File: config.mk
export PLATFORM = sky130hd
export DESIGN_NAME = msr_select
export DESIGN_NICKNAME = d
export VERILOG_FILES = /design/src/core/msr_pkg.sv /design/src/core/msr_select.sv
export VERILOG_INCLUDE_DIRS = /design/src /design/src/core
export SDC_FILE = /design/constraint.sdc
export NUM_CORES = 1
export LEC_CHECK = 0
export BUFFER_PORTS_ARGS = -buffer_cell sky130_fd_sc_hd__buf_2
export CAP_MARGIN = 5
export CORE_ASPECT_RATIO = 0.7
export CORE_MARGIN = 2
export CORE_UTILIZATION = 45
export CTS_BUF_LIST = sky130_fd_sc_hd__clkbuf_16
export CTS_CLUSTER_SIZE = 12
export DETAILED_ROUTE_END_ITERATION = 8
export GPL_TIMING_DRIVEN = 0
export HOLD_SLACK_MARGIN = 0.1
export PLACE_DENSITY = 0.77
export SYNTH_ARGS = -nofsm -noshare
export SYNTH_HDL_FRONTEND = slang
export SYNTH_SLANG_ARGS = --single-unit
File: constraint.sdc
create_clock -name sys_clk -period 3.7 [get_ports sys_clk]
set_input_delay 0.185 -clock sys_clk [delete_from_list [all_inputs] [get_ports sys_clk]]
set_output_delay 0.185 -clock sys_clk [all_outputs]
set_load 0.03 [all_outputs]
File: src/core/msr_defines.svh
`ifndef MSR_DEFINES_SVH
`define MSR_DEFINES_SVH

// Terminal function codes
`define MSR_FN_DIR      8'h00
`define MSR_FN_REF1     8'h03
`define MSR_FN_REF2     8'h04
`define MSR_FN_REF3     8'h05
`define MSR_FN_JOG      8'h06
`define MSR_FN_BB       8'h08
`define MSR_FN_ANA      8'h0C
`define MSR_FN_SS_MAX   8'h61
`define MSR_FN_SS_SET   8'h62

// Operator status codes
`define MSR_ST_DRIVE    4'h0
`define MSR_ST_INIT_2W  4'hE
`define MSR_ST_INIT_3W  4'hF

// Reference modes
`define MSR_MODE_1      3'h1
`define MSR_MODE_2      3'h2
`define MSR_MODE_3      3'h3
`define MSR_MODE_4      3'h4
`define MSR_MODE_5      3'h5

// Configuration select codes
`define MSR_CFG_TERM5   3'h0
`define MSR_CFG_TERM6   3'h1
`define MSR_CFG_TERM7   3'h2
`define MSR_CFG_TERM8   3'h3
`define MSR_CFG_DEACT   3'h4
`define MSR_CFG_DECEL   3'h5
`define MSR_CFG_OPMODE  3'h6
`define MSR_CFG_ANAFN   3'h7

// Factory values
`define MSR_DEACT_DEF   8'h96
`define MSR_DECEL_DEF   8'h14
`define MSR_DECEL_OFF   8'h00
`define MSR_OPMODE_DEF  4'h0
`define MSR_ANAFN_MAN   8'h00
`define MSR_OPM_LOCAL   0

// Terminal positions in the selection word
`define MSR_T5          0
`define MSR_T6          1
`define MSR_T7          2
`define MSR_T8          3

// Timing
`define MSR_CLK_MHZ     125
`define MSR_BLOCK_MS    500
`define MSR_DECEL_STEP_MS 100

`endif

File: src/core/msr_pkg.sv
package msr_pkg;

	typedef enum logic [1:0] {
		MSR_SRC_PRESET,
		MSR_SRC_MANUAL,
		MSR_SRC_AUTO,
		MSR_SRC_JOG
	} msr_src_e;

	typedef logic [3:0][7:0] msr_funcs_t;

	typedef struct packed {
		logic [15:0] jog_speed_preset;
		logic [15:0] preset_speed_eight;
		logic [15:0] preset_speed_seven;
		logic [15:0] preset_speed_six;
		logic [15:0] preset_speed_five;
		logic [15:0] preset_speed_four;
		logic [15:0] preset_speed_three;
		logic [15:0] preset_speed_two;
		logic [15:0] preset_speed_one;
	} msr_presets_s;

	typedef struct packed {
		logic [15:0] auto_ref;
		logic [15:0] manual_ref;
		logic [15:0] max_freq;
	} msr_refs_s;

endpackage

File: src/core/msr_select.sv
`timescale 1ns/10ps
`default_nettype none
`include "msr_defines.svh"

module msr_select #(
	parameter int BLOCK_CYCLES = `MSR_BLOCK_MS * 1000 * `MSR_CLK_MHZ
) (
	input  wire logic                 sys_clk,
	input  wire logic                 rst,
	input  wire logic [3:0]           term_in,
	input  wire logic [2:0]           ref_mode,
	input  wire msr_pkg::msr_presets_s presets,
	input  wire msr_pkg::msr_refs_s    refs,
	input  wire logic [7:0]           output_current,
	input  wire logic                 cfg_wr,
	input  wire logic [2:0]           cfg_sel,
	input  wire logic [7:0]           cfg_wdata,
	input  wire logic                 status_wr,
	input  wire logic [3:0]           status_wdata,
	output logic [15:0]               freq_ref,
	output logic [3:0]                ref_index,
	output msr_pkg::msr_src_e          ref_source,
	output logic                      direction_select,
	output logic                      drive_enable,
	output logic [3:0]                operator_status_const,
	output msr_pkg::msr_funcs_t        input_funcs,
	output logic [3:0]                operation_mode_select,
	output logic [7:0]                analog_input_function,
	output logic [7:0]                search_deactivate_current,
	output logic [7:0]                search_decel_time,
	output logic                      ss_baseblock,
	output logic                      ss_active,
	output logic [15:0]               ss_start_freq,
	output logic                      ss_done
);

	typedef enum logic [1:0] {
		MSR_SS_IDLE,
		MSR_SS_BLOCK,
		MSR_SS_SEARCH
	} msr_ss_e;

	logic [3:0]          term_meta;
	logic [3:0]          term_sync;
	logic                init_now;
	logic                init_3w;
	logic [3:0]          sel_bits;
	logic                jog_req;
	logic                ana_req;
	logic                dir_req;
	logic                ss_req;
	logic                ss_from_max;
	logic                ss_req_d;
	logic [3:0]          next_index;
	msr_pkg::msr_src_e    next_source;
	logic [15:0]         next_freq;
	msr_ss_e              ss_state;
	logic [25:0]         ss_cnt;
	logic                ss_go;
	logic                ss_blk_done;
	logic                ss_srch_done;
	logic                ss_max_sel;

	// Contacts bounce and change asynchronously to the clock
	always_ff @(posedge sys_clk) begin
		if (rst) begin
			term_meta <= 4'h0;
			term_sync <= 4'h0;
		end else begin
			term_meta <= term_in;
			term_sync <= term_meta;
		end
	end

	// Operator status: a written init code acts on the following edge
	assign init_now = (operator_status_const == `MSR_ST_INIT_2W) ||
	                  (operator_status_const == `MSR_ST_INIT_3W);
	assign init_3w  = (operator_status_const == `MSR_ST_INIT_3W);

	always_ff @(posedge sys_clk) begin
		if (rst) begin
			operator_status_const <= `MSR_ST_DRIVE;
		end else if (init_now) begin
			operator_status_const <= `MSR_ST_DRIVE;
		end else if (status_wr) begin
			operator_status_const <= status_wdata;
		end
	end

	always_ff @(posedge sys_clk) begin
		if (rst) begin
			drive_enable <= 1'b0;
		end else begin
			drive_enable <= (operator_status_const == `MSR_ST_DRIVE) &&
			                !status_wr;
		end
	end

	// Constants; initialization overrides a concurrent write.
	// Capacity and V/f live elsewhere and are never touched here.
	always_ff @(posedge sys_clk) begin
		if (rst || (init_now && !init_3w)) begin
			input_funcs[`MSR_T5] <= `MSR_FN_REF1;
			input_funcs[`MSR_T6] <= `MSR_FN_REF2;
			input_funcs[`MSR_T7] <= `MSR_FN_JOG;
			input_funcs[`MSR_T8] <= `MSR_FN_BB;
		end else if (init_now) begin
			input_funcs[`MSR_T5] <= `MSR_FN_DIR;
			input_funcs[`MSR_T6] <= `MSR_FN_REF1;
			input_funcs[`MSR_T7] <= `MSR_FN_REF2;
			input_funcs[`MSR_T8] <= `MSR_FN_JOG;
		end else if (cfg_wr) begin
			case (cfg_sel)
				`MSR_CFG_TERM5: input_funcs[`MSR_T5] <= cfg_wdata;
				`MSR_CFG_TERM6: input_funcs[`MSR_T6] <= cfg_wdata;
				`MSR_CFG_TERM7: input_funcs[`MSR_T7] <= cfg_wdata;
				`MSR_CFG_TERM8: input_funcs[`MSR_T8] <= cfg_wdata;
				default: ;
			endcase
		end
	end

	always_ff @(posedge sys_clk) begin
		if (rst || init_now) begin
			search_deactivate_current <= `MSR_DEACT_DEF;
			search_decel_time         <= `MSR_DECEL_DEF;
			operation_mode_select     <= `MSR_OPMODE_DEF;
			analog_input_function     <= `MSR_ANAFN_MAN;
		end else if (cfg_wr) begin
			case (cfg_sel)
				`MSR_CFG_DEACT:  search_deactivate_current <= cfg_wdata;
				`MSR_CFG_DECEL:  search_decel_time <= cfg_wdata;
				`MSR_CFG_OPMODE: operation_mode_select <= cfg_wdata[3:0];
				`MSR_CFG_ANAFN:  analog_input_function <= cfg_wdata;
				default: ;
			endcase
		end
	end

	// Terminal decode: each function code drives one bit; both search codes share ss_req and MSR_FN_SS_MAX also sets ss_from_max
	always_comb begin
		sel_bits    = 4'h0;
		jog_req     = 1'b0;
		ana_req     = 1'b0;
		dir_req     = 1'b0;
		ss_req      = 1'b0;
		ss_from_max = 1'b0;
		for (int i = 0; i < 4; i++) begin
			// Unassigned or foreign functions leave their bit at zero
			case (input_funcs[i])
				`MSR_FN_REF1: sel_bits[0] = term_sync[i] | sel_bits[0];
				`MSR_FN_REF2: sel_bits[1] = term_sync[i] | sel_bits[1];
				`MSR_FN_REF3: sel_bits[2] = term_sync[i] | sel_bits[2];
				`MSR_FN_JOG:  jog_req = term_sync[i] | jog_req;
				`MSR_FN_ANA:  ana_req = term_sync[i] | ana_req;
				`MSR_FN_DIR:  dir_req = term_sync[i] | dir_req;
				`MSR_FN_SS_MAX: begin
					ss_req      = term_sync[i] | ss_req;
					ss_from_max = 1'b1;
				end
				`MSR_FN_SS_SET: ss_req = term_sync[i] | ss_req;
				default: ;
			endcase
		end
		sel_bits[3] = jog_req | ana_req;
	end

	// Reference choice; a closed analog or jog input overrides the lower bits
	always_comb begin
		next_index  = sel_bits;
		next_source = msr_pkg::MSR_SRC_PRESET;
		next_freq   = presets.preset_speed_one;
		if (ana_req) begin
			next_source = msr_pkg::MSR_SRC_MANUAL;
			next_freq   = refs.manual_ref;
		end else if (jog_req) begin
			next_source = msr_pkg::MSR_SRC_JOG;
			next_freq   = presets.jog_speed_preset;
		end else begin
			case (sel_bits[2:0])
				3'h0: begin
					// Mode 4 keeps preset one on code zero even under remote operation
					if (!operation_mode_select[`MSR_OPM_LOCAL] &&
					    ref_mode != `MSR_MODE_4) begin
						next_source = msr_pkg::MSR_SRC_AUTO;
						next_freq   = refs.auto_ref;
					end else begin
						next_freq = presets.preset_speed_one;
					end
				end
				3'h1: begin
					if (ref_mode == `MSR_MODE_3 ||
					    analog_input_function == `MSR_ANAFN_MAN) begin
						next_source = msr_pkg::MSR_SRC_MANUAL;
						next_freq   = refs.manual_ref;
					end else begin
						next_freq = presets.preset_speed_two;
					end
				end
				3'h2: next_freq = presets.preset_speed_three;
				3'h3: next_freq = presets.preset_speed_four;
				3'h4: next_freq = presets.preset_speed_five;
				3'h5: next_freq = presets.preset_speed_six;
				3'h6: next_freq = presets.preset_speed_seven;
				3'h7: next_freq = presets.preset_speed_eight;
				default: next_freq = presets.preset_speed_one;
			endcase
		end
	end

	always_ff @(posedge sys_clk) begin
		if (rst) begin
			ref_index        <= 4'h0;
			ref_source       <= msr_pkg::MSR_SRC_PRESET;
			freq_ref         <= 16'h0000;
			direction_select <= 1'b0;
		end else begin
			ref_index        <= next_index;
			ref_source       <= next_source;
			freq_ref         <= next_freq;
			direction_select <= dir_req;
		end
	end

	// Speed search sequencer; only a fresh closure starts it
	always_ff @(posedge sys_clk) begin
		if (rst) begin
			ss_req_d <= 1'b0;
		end else begin
			ss_req_d <= ss_req;
		end
	end

	// Step conditions shared by the per-concern registers below
	assign ss_go        = ss_req && !ss_req_d &&
	                      (search_decel_time != `MSR_DECEL_OFF) &&
	                      (ss_state == MSR_SS_IDLE);
	assign ss_blk_done  = (ss_state == MSR_SS_BLOCK) &&
	                      (ss_cnt == 26'(BLOCK_CYCLES - 1));
	assign ss_srch_done = (ss_state == MSR_SS_SEARCH) &&
	                      (output_current <= search_deactivate_current);

	always_ff @(posedge sys_clk) begin
		if (rst) begin
			ss_state <= MSR_SS_IDLE;
		end else begin
			case (ss_state)
				MSR_SS_IDLE: begin
					if (ss_go) begin
						ss_state <= MSR_SS_BLOCK;
					end
				end
				MSR_SS_BLOCK: begin
					if (ss_blk_done) begin
						ss_state <= MSR_SS_SEARCH;
					end
				end
				MSR_SS_SEARCH: begin
					if (ss_srch_done) begin
						ss_state <= MSR_SS_IDLE;
					end
				end
				default: begin
					ss_state <= MSR_SS_IDLE;
				end
			endcase
		end
	end

	// Counter is wide enough for the default block time only
	always_ff @(posedge sys_clk) begin
		if (rst || ss_state != MSR_SS_BLOCK) begin
			ss_cnt <= 26'h0000000;
		end else begin
			ss_cnt <= ss_cnt + 26'h0000001;
		end
	end

	always_ff @(posedge sys_clk) begin
		if (rst || ss_blk_done) begin
			ss_baseblock <= 1'b0;
		end else if (ss_go) begin
			ss_baseblock <= 1'b1;
		end
	end

	always_ff @(posedge sys_clk) begin
		if (rst || ss_srch_done) begin
			ss_active <= 1'b0;
		end else if (ss_blk_done) begin
			ss_active <= 1'b1;
		end
	end

	// Function codes may be rewritten mid-block; at the start, any input assigned MSR_FN_SS_MAX, closed or not, selects max
	always_ff @(posedge sys_clk) begin
		if (rst) begin
			ss_max_sel <= 1'b0;
		end else if (ss_go) begin
			ss_max_sel <= ss_from_max;
		end
	end

	// Set-frequency search takes the reference now in effect
	always_ff @(posedge sys_clk) begin
		if (rst) begin
			ss_start_freq <= 16'h0000;
		end else if (ss_blk_done) begin
			ss_start_freq <= ss_max_sel ? refs.max_freq
			                            : freq_ref;
		end
	end

	// One-cycle pulse lets the ramp resume toward the set frequency
	always_ff @(posedge sys_clk) begin
		if (rst) begin
			ss_done <= 1'b0;
		end else begin
			ss_done <= ss_srch_done;
		end
	end

endmodule

`default_nettype wire

==> results.tsv, run 1 <==
stage	metric	value	unit
outcome	outcome	finished, final reports clean	
clocking	htree_levels	4	
sta	period_needed	3.40	ns
flow_run	drv_cap	0	
place	place_area	9500	µm²
setup_path	start_kind	flip-flop	
logic_synthesis	yosys.area.top_type	dfxtp_1	
clocking	cts_sinks	145	
floorplan	die-width	159	µm
route	wl	31400	µm
logic_synthesis	async_flop_share	0	%
pwr	ir_drop	0.242	mV
place	dp_hpwl	24200	µm
route	vias_per_cell	5.76	
sta	maxSlewViolCount	0	
logic_synthesis	synth-main-ff-cell	dfxtp_1	
place	io_buffers	325	
place	place_congestion	1.02	
global_routing	grt_start_max_net_pins	17	
logic_synthesis	synth_top_area_share	38.3	%
floorplan	design.core.area	16400	µm²
route	wl_met1	13500	µm
clocking	numCtsBuffers	17	
logic_synthesis	synth_most_common_cell	nand2_1	
setup_path	crit_arrival	3.75	ns
setup_path	critPathMaxFanout	10	
route	wl_per_cell	19.6	µm
sta	fin_skew	0.0158	ns
place	place_inst	1519	
sta	finalHoldViolations	0	
floorplan	ios	333	
route	drc_errors	0	
pwr	power.leakage	4.67	nW
setup_path	crit_type	flip-flop to flip-flop	
sta	whs	0.110	ns
logic_synthesis	ys_ff_latch	145	
sta	setup_viol	0	
global_routing	grtUsageTotal	34.2	%
logic_synthesis	synth_edf_count	0	
setup_path	cp.required	4.05	ns
logic_synthesis	yosysWarnings	0	
clocking	clk_path_buf_depth	2	
floorplan	start_util	46.3	%
logic_synthesis	syn_nets	1203	
sta	setup_ws	0.302	ns
finish	fin_util	64.3	%
place	pre_cts_slack	0.518	ns
logic_synthesis	synth_cells	968	
global_routing	grt_pass1_wl	47400	µm
route	dr.pass1.iters	7	
global_routing	grt_pass1_vias	8510	
route	drtIter0Drc	1163	
finish	final-seq-area	2900	µm²
clocking	clock_tree.root_cell	clkbuf_16	
route	ant_nets	0	
finish	nets	1592	
sta	grt_setup_unrepaired	no	
sta	fin_tns_setup	0	ns
logic_synthesis	yosys-top-cells-count	190 x nand2_1, 145 x dfxtp_1, 104 x nor2_1	
logic_synthesis	syn-cell-area	7580	µm²
sta	fmax	294	MHz
finish	drive_gt1_share	28.5	%
min_path	min-delay-path-class	input pin to flip-flop	
finish	fin_cells	1596	
pwr	power_density	385	nW/µm²
floorplan	dieArea	17900	µm²
route	via_count	9199	
global_routing	antenna_found_initial	1	
clocking	clk_latency	0.43	ns
finish	design_area	10500	µm²
sta	period_share	91.8	%
clocking	clk_pin_slew	0.07	ns
floorplan	die_h	113	µm
logic_synthesis	seq_area_frac_synth	38.3	%
finish	area_growth	38.9	%
logic_synthesis	ys_types	66	
route	routed.top_layer	met4	
route	wl_met2	13100	µm
global_routing	grt-ovfl-total	0	
pwr	finalPower	4.06	mW
logic_synthesis	avgSynthCellArea	7.83	µm²
route	met3_length	3840	µm
setup_path	crit_path_end_kind	flip-flop	
logic_synthesis	synth_area_leaders	dfxtp_1 38%, nand2_1 9.4%, mux2i_1 7.1%, nor2_1 5.1%, a21oi_1 4.9%	
finish	fillers	1468	
clocking	tritoncts	built	
sta	slew_headroom	34.2	%
floorplan	rows	39	
sta	tightest_slew	0.980	ns
clocking	cts_setup_buffers	0	
finish	multi_input_area	4410	µm²
==> cells in the final DEF, fill, tap and decap left out, types with 4 or more instances in the layout <==
master,instances
buf_2,332
nand2_1,190
dfxtp_1,145
nor2_1,104
a21oi_1,75
nand3_1,57
mux2i_1,54
dlygate4sd3_1,44
clkbuf_1,37
nor2b_1,20
xor2_1,20
nor3_1,18
nand4_1,18
a31oi_1,17
clkbuf_16,17
a22oi_1,14
and3_1,13
o21ai_1,12
inv_1,11
nand2b_1,9
a21o_1,9
ha_1,9
a221o_1,8
nor4_1,7
o21ai_0,7
a31o_2,7
buf_1,6
o22ai_1,6
a221oi_1,6
inv_6,6
o211ai_1,5
xnor2_1,5
a32oi_1,4
and4_1,4
o32ai_1,4
inv_8,4
==> power breakdown <==
group / switching, mW / internal, mW / leakage [nW]
registers: 0.0406 / 1.61 / 1.18
clock network: 0.764 / 0.961 / 0.286
logic: 0.416 / 0.271 / 3.21
==> flip-flops by register name, summed over array words and instances, names as in the netlist, 2 cells and up <==
register                   count
ref_index                      4
operation_mode_select          4
input_funcs                   32
operator_status_const          4
term_sync                      4
analog_input_function          8
term_meta                      4
ss_start_freq                 16
search_decel_time              8
freq_ref                      16
ss_state                       2
ref_source                     2
ss_cnt                        26
search_deactivate_current      8
==> final timing paths <==
kind | cells past startpoint | start | end | slack, ns
hold reg to reg | 1 | term_meta[3]$_SDFF_PP0_ | term_sync[3]$_SDFF_PP0_ | 0.44
setup reg to reg | 11 | input_funcs[31]$_SDFFE_PP0P_ | freq_ref[7]$_SDFF_PP0_ | 0.30
setup / recovery | 11 | input_funcs[31]$_SDFFE_PP0P_ | freq_ref[7]$_SDFF_PP0_ | 0.30
hold / removal | 3 | rst | ref_source[1]$_SDFF_PP0_ | 0.11
==> worst max-delay path: stages, from the launching register on <==
cell and delay [ns]:
dfxtp_1 0.37, nor4_2 0.48, nand4_1 0.18, and3_1 0.21
buf_6 0.13, nand2_1 0.10, buf_2 0.26, buf_1 0.41
o21ai_0 0.16, a31oi_1 0.32, a221o_1 0.16, dlygate4sd3_1 0.54
==> cells by family after synthesis <==
logic type / synth area share [%]
AOI/OAI and AO/OA: 17.0
xor gates and xnor gates: 2.89
adders and majority gates: 1.48
buffers and inverters: 3.63
DFF: 38.3
muxes: 7.72
and+or+nand+nor: 29.0
==> layout make-up <==
class | instances | area share (%)
multi-input cells | 758 | 41.9
well taps | 225 | 2.67
diodes | 1 | 0.0238
repair buffers | 370 | 19.7
plain buffers | 54 | 2.22
inverters | 11 | 0.392
clock inverters | 15 | 1.56
flip-flops and latches | 145 | 27.6
clock buffers | 17 | 4.04
==> routing by layer <==
layer	GRT usage [%]	up-vias
met5	0	-
met4	10.5	0
met3	10.7	104
met2	49.6	613
met1	48.4	4248
li1	-	4234
==> what timing repair did <==
item | CTS | global route
endpoints found under the setup margin | 0 | 1
gates resized for setup | 0 | 1
hold endpoints to repair | 35 | 0
hold buffers | 44 | 0
Power figures use the tool's default switching activity.
==> run 2: changes to the inputs <==
- CTS_BUF_LIST: sky130_fd_sc_hd__clkbuf_16 -> sky130_fd_sc_hd__clkbuf_2 sky130_fd_sc_hd__clkbuf_4 sky130_fd_sc_hd__clkbuf_8
- HOLD_SLACK_MARGIN: 0.1 -> 0.12
==> run 2 against run 1 <==
- via count rose by 0.12%
- critical path depth fell by 1
- combinational power is 2% higher
- largest cell class unchanged
- largest power group is now registers
==> results.tsv, run 2 (synthesized netlist as in run 1, its figures left out) <==
stage	metric	value	unit	change
outcome	outcome	finished, final reports clean		unchanged
setup_path	cp_num_buf_inv	3		was 4
sta	fmax	286	MHz	was 294 MHz
setup_path	cp.required	4.04	ns	was 4.05 ns
finish	nets	1609		was 1592
global_routing	antenna_found_initial	2		was 1
setup_path	cpMaxStageDelayCell	or4_1		was dlygate4sd3_1
finish	layout_common_cells	332 x buf_2, 190 x nand2_1, 145 x dfxtp_1		unchanged
setup_path	path_cells	or4_1, or4_4, o2111a_1, buf_2, buf_2, mux2i_1, o22ai_1, o21ai_1, nand2_1, dlygate4sd3_1		was nor4_2, nand4_1, and3_1, buf_6, nand2_1, buf_2, buf_1, o21ai_0, a31oi_1, a221o_1, dlygate4sd3_1
clocking	cts_sinks	145		unchanged
pwr	ir_drop	0.199	mV	was 0.242 mV
finish	largest_register	input_funcs		unchanged
clocking	numCtsBuffers	17		unchanged
finish	area_growth	38.8	%	was 38.9%
setup_path	start_kind	flip-flop		unchanged
floorplan	design.core.area	16400	µm²	unchanged
pwr	p_seq_share	45.5	%	was 40.6%
global_routing	grt_pass1_vias	8496		was 8510
floorplan	die-width	159	µm	unchanged
setup_path	crit_start	input_funcs[31]$_SDFFE_PP0P_		unchanged
clocking	clock_tree.root_cell	clkbuf_8		was clkbuf_16
sta	grt_setup_unrepaired	no		unchanged
sta	fin_tns_setup	0	ns	unchanged
pwr	power_frac_comb	19.4	%	was 16.9%
sta	maxSlewViolCount	0		unchanged
global_routing	grt_pass1_wl	47500	µm	was 47400 µm
place	dp_hpwl	24200	µm	unchanged
clocking	clk_latency	0.45	ns	was 0.43 ns
setup_path	critPathMaxFanout	10		unchanged
route	wl	31300	µm	was 31400 µm
place	place_congestion	1.02		unchanged
pwr	p_int	2.46	mW	was 2.84 mW
finish	design_area	10500	µm²	about the same
setup_path	crit_type	flip-flop to flip-flop		unchanged
route	wl_per_cell	19.4	µm	was 19.6 µm
setup_path	r2r_start	input_funcs[31]$_SDFFE_PP0P_		unchanged
place	place_area	9500	µm²	unchanged
setup_path	crit_arrival	3.84	ns	was 3.75 ns
setup_path	crit_family	simple AND/OR/NAND/NOR gates		was buffers and inverters
sta	period_needed	3.50	ns	was 3.40 ns
route	vias_per_cell	5.71		was 5.76
route	dr.pass1.iters	6		was 7
setup_path	reg2reg_slack	0.20	ns	was 0.30 ns
route	drtIter0Drc	1101		was 1163
setup_path	cp_common_cell	buf_2		
pwr	switching_share	32.1	%	was 30.1%
global_routing	grtUsageTotal	34.3	%	was 34.2%
min_path	min-delay-path-class	input pin to flip-flop		unchanged
sta	period_share	94.5	%	was 91.8%
setup_path	timing.rr.end	freq_ref[6]$_SDFF_PP0_		was freq_ref[7]$_SDFF_PP0_
sta	slew_headroom	33.0	%	was 34.2%
sta	fin_skew	0.0221	ns	was 0.0158 ns
pwr	p_clk_share	35.0	%	was 42.5%
finish	drive_gt1_share	28.3	%	was 28.5%
floorplan	rows	39		unchanged
setup_path	crit_path_end_kind	flip-flop		unchanged
pwr	finalPower	3.62	mW	was 4.06 mW
finish	reg_top3	input_funcs (32), ss_cnt (26)		unchanged
place	io_buffers	325		unchanged
finish	fin_util	64.2	%	was 64.3%
floorplan	die_h	113	µm	unchanged
finish	fillers	1459		was 1468
clocking	htree_levels	4		unchanged
route	via_count	9210		was 9199
flow_run	drv_cap	0		unchanged
setup_path	path_depth	10		was 11
global_routing	grt-ovfl-total	0		unchanged
route	ant_nets	0		unchanged
pwr	power_density	344	nW/µm²	was 385 nW/µm²
clocking	clk_path_buf_depth	2		unchanged
floorplan	dieArea	17900	µm²	unchanged
clocking	clk_pin_slew	0.10	ns	was 0.07 ns
setup_path	r2r_cells	10		was 11
clocking	tritoncts	built		unchanged
floorplan	ios	333		unchanged
setup_path	cp_slowest_stage_delay	0.60	ns	was 0.54 ns
sta	setup_viol	0		unchanged
sta	finalHoldViolations	0		unchanged
route	drc_errors	0		unchanged
setup_path	endpoint	freq_ref[6]$_SDFF_PP0_		was freq_ref[7]$_SDFF_PP0_
pwr	p_sw	1.16	mW	was 1.22 mW
finish	final_common_cell	buf_2		unchanged
pwr	power.leakage	4.66	nW	was 4.67 nW
floorplan	start_util	46.3	%	unchanged
finish	largest_register_ffs	32		unchanged
global_routing	grt_start_max_net_pins	17		unchanged
sta	tightest_slew	1.01	ns	was 0.980 ns
clocking	cts_setup_buffers	0		unchanged
==> run 2: worst min path at each step <==
stage	from	end	slack, ns	cells after the start
finish	refs[35]	freq_ref[3]$_SDFF_PP0_	0.14	4
global route	refs[35]	freq_ref[3]$_SDFF_PP0_	0.13	4
CTS	refs[35]	freq_ref[3]$_SDFF_PP0_	0.12	4
detailed placement	term_in[2]	term_meta[2]$_SDFF_PP0_	0.40	2
global placement	term_in[2]	term_meta[2]$_SDFF_PP0_	0.39	2
floorplan	cfg_wdata[4]	search_decel_time[4]$_SDFFE_PP1P_	0.31	2
==> run 2: final cells by class <==
| type | instances | area, µm² | area share, % |
|---|---|---|---|
| multi-input combinational | 758 | 4410 | 41.9 |
| sequential | 145 | 2900 | 27.6 |
| timing repair buffer | 388 | 2250 | 21.4 |
| tap | 225 | 282 | 2.67 |
| clock buffer | 17 | 234 | 2.22 |
| buffer | 53 | 233 | 2.21 |
| clock inverter | 15 | 164 | 1.56 |
| inverter | 11 | 41.3 | 0.392 |
| antenna | 2 | 5.00 | 0.0475 |
==> run 2: routing by layer <==
layer / vias to the layer above / wire length, µm / part of all wire [%] / global-route usage (%)
li1: 4270 / - / - / -
met1: 4277 / 13300 / 42 / 48.1
met2: 567 / 13100 / 42 / 49.2
met3: 96 / 3900 / 12 / 11.3
met4: 0 / 981 / 3.1 / 12.5
met5: - / 0 / 0 / 0
==> run 2: per-stage QoR <==
step / instances / setup WS (ns) / hold WS, ns
final: 1614 / 0.202 / 0.136
after global routing: 1612 / 0.00720 / 0.132
after CTS: 1613 / 0.0452 / 0.125
after detailed placement: 1519 / 0.518 / 0.400
after global placement: 1518 / 0.183 / 0.394
after floorplan: 968 / 1.10 / 0.309
==> run 2: timing repair <==
item / CTS / global route
hold buffers: 62 / 0
resized for setup: 0 / 6
hold endpoints to repair: 66 / 0
setup endpoints to repair: 0 / 2
==> run 2: power by group through the flow <==
stage | clock network (mW) | logic, mW | registers (mW)
3_3_place_gp | 0 | 0.622 | 1.68
4_1_cts | 1.29 | 0.677 | 1.64
3_5_place_dp | 0 | 0.629 | 1.68
6_report | 1.27 | 0.703 | 1.65
2_1_floorplan | 0 | 0.260 | 1.76
5_1_grt | 1.36 | 0.741 | 1.65
==> run 2: tightest hold or removal path, delay by kind of cell <==
kind,cells,cell delay [ns]
AO/OA/AOI/OAI,2,0.21
buffers and inverters,1,0.09
AND/OR/NAND/NOR,1,0.05
==> run 3: changes to the inputs <==
- CORE_ASPECT_RATIO: 0.7 -> 1.4
==> run 3 against run 2 <==
- maximum frequency is 2.1% higher
- sequential share of layout area up 0.31 points
- die area barely moved
- setup slack better by 0.073 ns
- utilization fell by 1.5 points
- largest cell class unchanged
- largest power group unchanged
- highest routed layer unchanged
==> results.tsv, run 3 (synthesized netlist as in run 1, its figures left out) <==
stage	metric	value	unit	change
sta	tightest_slew	0.985	ns	was 1.01 ns
global_routing	grt-ovfl-total	0		unchanged
clocking	clk_pin_slew	0.08	ns	was 0.10 ns
place	place_congestion	0.980		was 1.02
route	drc_errors	0		unchanged
setup_path	start_kind	flip-flop		unchanged
floorplan	die-width	114	µm	was 159 µm
setup_path	critPathMaxFanout	10		unchanged
clocking	numCtsBuffers	17		unchanged
floorplan	design.core.area	16600	µm²	was 16400 µm²
flow_run	drv_cap	0		unchanged
pwr	switching_share	29.9	%	was 32.1%
setup_path	crit_path_end_kind	flip-flop		unchanged
setup_path	crit_type	flip-flop to flip-flop		unchanged
setup_path	crit_arrival	3.81	ns	was 3.84 ns
clocking	clk_latency	0.46	ns	was 0.45 ns
route	wl	31200	µm	was 31300 µm
place	pre_cts_slack	0.469	ns	was 0.518 ns
clocking	htree_levels	4		unchanged
finish	nets	1601		was 1609
floorplan	start_util	45.7	%	was 46.3%
finish	final_common_cell	buf_2		unchanged
global_routing	grt_pass1_vias	8435		was 8496
sta	finalHoldViolations	0		unchanged
clocking	cts_setup_buffers	0		unchanged
sta	period_needed	3.43	ns	was 3.50 ns
finish	layout_common_cells	332 x buf_2, 190 x nand2_1, 145 x dfxtp_1		unchanged
global_routing	grtUsageTotal	33.5	%	was 34.3%
finish	largest_register_ffs	32		unchanged
finish	fillers	1496		was 1459
sta	fin_tns_setup	0	ns	unchanged
floorplan	rows	56		was 39
clocking	clock_tree.root_cell	clkbuf_8		unchanged
route	vias_per_cell	5.68		was 5.71
clocking	clk_path_buf_depth	2		unchanged
finish	drive_gt1_share	28.5	%	was 28.3%
floorplan	ios	333		unchanged
finish	largest_register	input_funcs		unchanged
place	io_buffers	325		unchanged
sta	fmax	292	MHz	was 286 MHz
setup_path	cp.required	4.09	ns	was 4.04 ns
route	ant_nets	0		unchanged
finish	area_growth	37.3	%	was 38.8%
route	drtIter0Drc	689		was 1101
pwr	power_density	346	nW/µm²	was 344 nW/µm²
pwr	power.leakage	4.64	nW	was 4.66 nW
pwr	p_int	2.52	mW	was 2.46 mW
floorplan	die_h	158	µm	was 113 µm
clocking	cts_sinks	145		unchanged
outcome	outcome	finished, final reports clean		unchanged
pwr	p_seq_share	45.9	%	was 45.5%
pwr	ir_drop	0.276	mV	was 0.199 mV
floorplan	dieArea	17900	µm²	about the same
pwr	p_sw	1.08	mW	was 1.16 mW
sta	setup_ws	0.275	ns	was 0.202 ns
place	dp_hpwl	24500	µm	was 24200 µm
global_routing	antenna_found_initial	1		was 2
pwr	p_clk_share	35.2	%	was 35.0%
route	via_count	8996		was 9210
min_path	min-delay-path-class	input pin to flip-flop		unchanged
sta	period_share	92.6	%	was 94.5%
global_routing	grt_pass1_wl	45600	µm	was 47500 µm
global_routing	grt_start_max_net_pins	17		unchanged
sta	slew_headroom	34.3	%	was 33.0%
sta	grt_setup_unrepaired	no		unchanged
sta	setup_viol	0		unchanged
sta	maxSlewViolCount	0		unchanged
pwr	power_frac_comb	18.9	%	was 19.4%
finish	reg_top3	input_funcs (32), ss_cnt (26)		unchanged
clocking	tritoncts	built		unchanged
route	wl_per_cell	19.7	µm	was 19.4 µm
route	dr.pass1.iters	6		unchanged
sta	fin_skew	0.0188	ns	was 0.0221 ns
==> run 3: changes by cell type in the layout (fill, tap and decap cells not counted), sizes merged <==
cell / before / now
clkinvlp: 2 / 1
bufinv: 1 / 2
clkbuf: 53 / 57
inv: 21 / 17
dlygate4sd3: 62 / 52
clkinv: 2 / 4
==> run 3: stage by stage <==
step           instances  utilization, %  hold slack [ns]  area [µm²]  total power, mW
3_3_place_gp        1496            57.0            0.393        9460             2.30
2_1_floorplan        968               -            0.309        7580             2.02
6_report            1584            62.7            0.134       10400             3.60
5_1_grt             1583            62.7            0.141       10400             3.73
3_5_place_dp        1497            57.0            0.397        9470             2.31
4_1_cts             1581            62.6            0.122       10400             3.61
==> run 3: metal layers <==
layer | up-vias | GRT usage, % | routed length [µm]
met3 | 91 | 7.81 | 2750
met2 | 509 | 58.1 | 15300
li1 | 4248 | - | -
met4 | 0 | 17.9 | 1680
met1 | 4148 | 38.2 | 11600
met5 | - | 0 | 0
==> run 3: layout make-up <==
| type | instances | area (µm²) | area share, % |
|---|---|---|---|
| Multi-Input combinational cell | 758 | 4410 | 42.3 |
| Antenna cell | 2 | 5.00 | 0.0481 |
| Inverter | 11 | 41.3 | 0.397 |
| Clock buffer | 19 | 255 | 2.45 |
| Timing Repair Buffer | 379 | 2160 | 20.8 |
| Buffer | 54 | 236 | 2.27 |
| Sequential cell | 145 | 2900 | 27.9 |
| Tap cell | 203 | 254 | 2.44 |
| Clock inverter | 13 | 146 | 1.41 |
==> run 3: path summary, 6_finish.rpt <==
kind / start / endpoint / slack (ns) / depth (start not counted)
max: input_funcs[1]$_SDFFE_PP1P_ / freq_ref[6]$_SDFF_PP0_ / 0.27 / 10
min: presets[65] / freq_ref[1]$_SDFF_PP0_ / 0.13 / 5
max reg2reg: input_funcs[1]$_SDFFE_PP1P_ / freq_ref[6]$_SDFF_PP0_ / 0.27 / 10
min reg2reg: term_meta[3]$_SDFF_PP0_ / term_sync[3]$_SDFF_PP0_ / 0.44 / 1
==> run 3: power by group through the flow <==
stage / Combinational [mW] / Clock, mW / Sequential (mW)
4_1_cts: 0.669 / 1.29 / 1.65
2_1_floorplan: 0.260 / 0 / 1.76
5_1_grt: 0.726 / 1.35 / 1.65
6_report: 0.681 / 1.27 / 1.65
3_5_place_dp: 0.627 / 0 / 1.69
3_3_place_gp: 0.620 / 0 / 1.68
==> run 3: what timing repair did <==
item                       in CTS  in global routing
setup endpoints to repair       0                  1
resized for setup               0                  5
hold endpoints to repair       60                  0
hold buffers                   52                  0
==> run 3: worst max-delay path: stages, from the launching register on <==
cell,delay [ns]
dfxtp_1,0.37
nor4b_1,0.53
nand4_1,0.17
nand4_1,0.17
nor2b_1,0.14
buf_1,0.31
clkbuf_2,0.34
a22oi_1,0.13
dlygate4sd3_1,0.57
nand2_1,0.07
dlygate4sd3_1,0.53
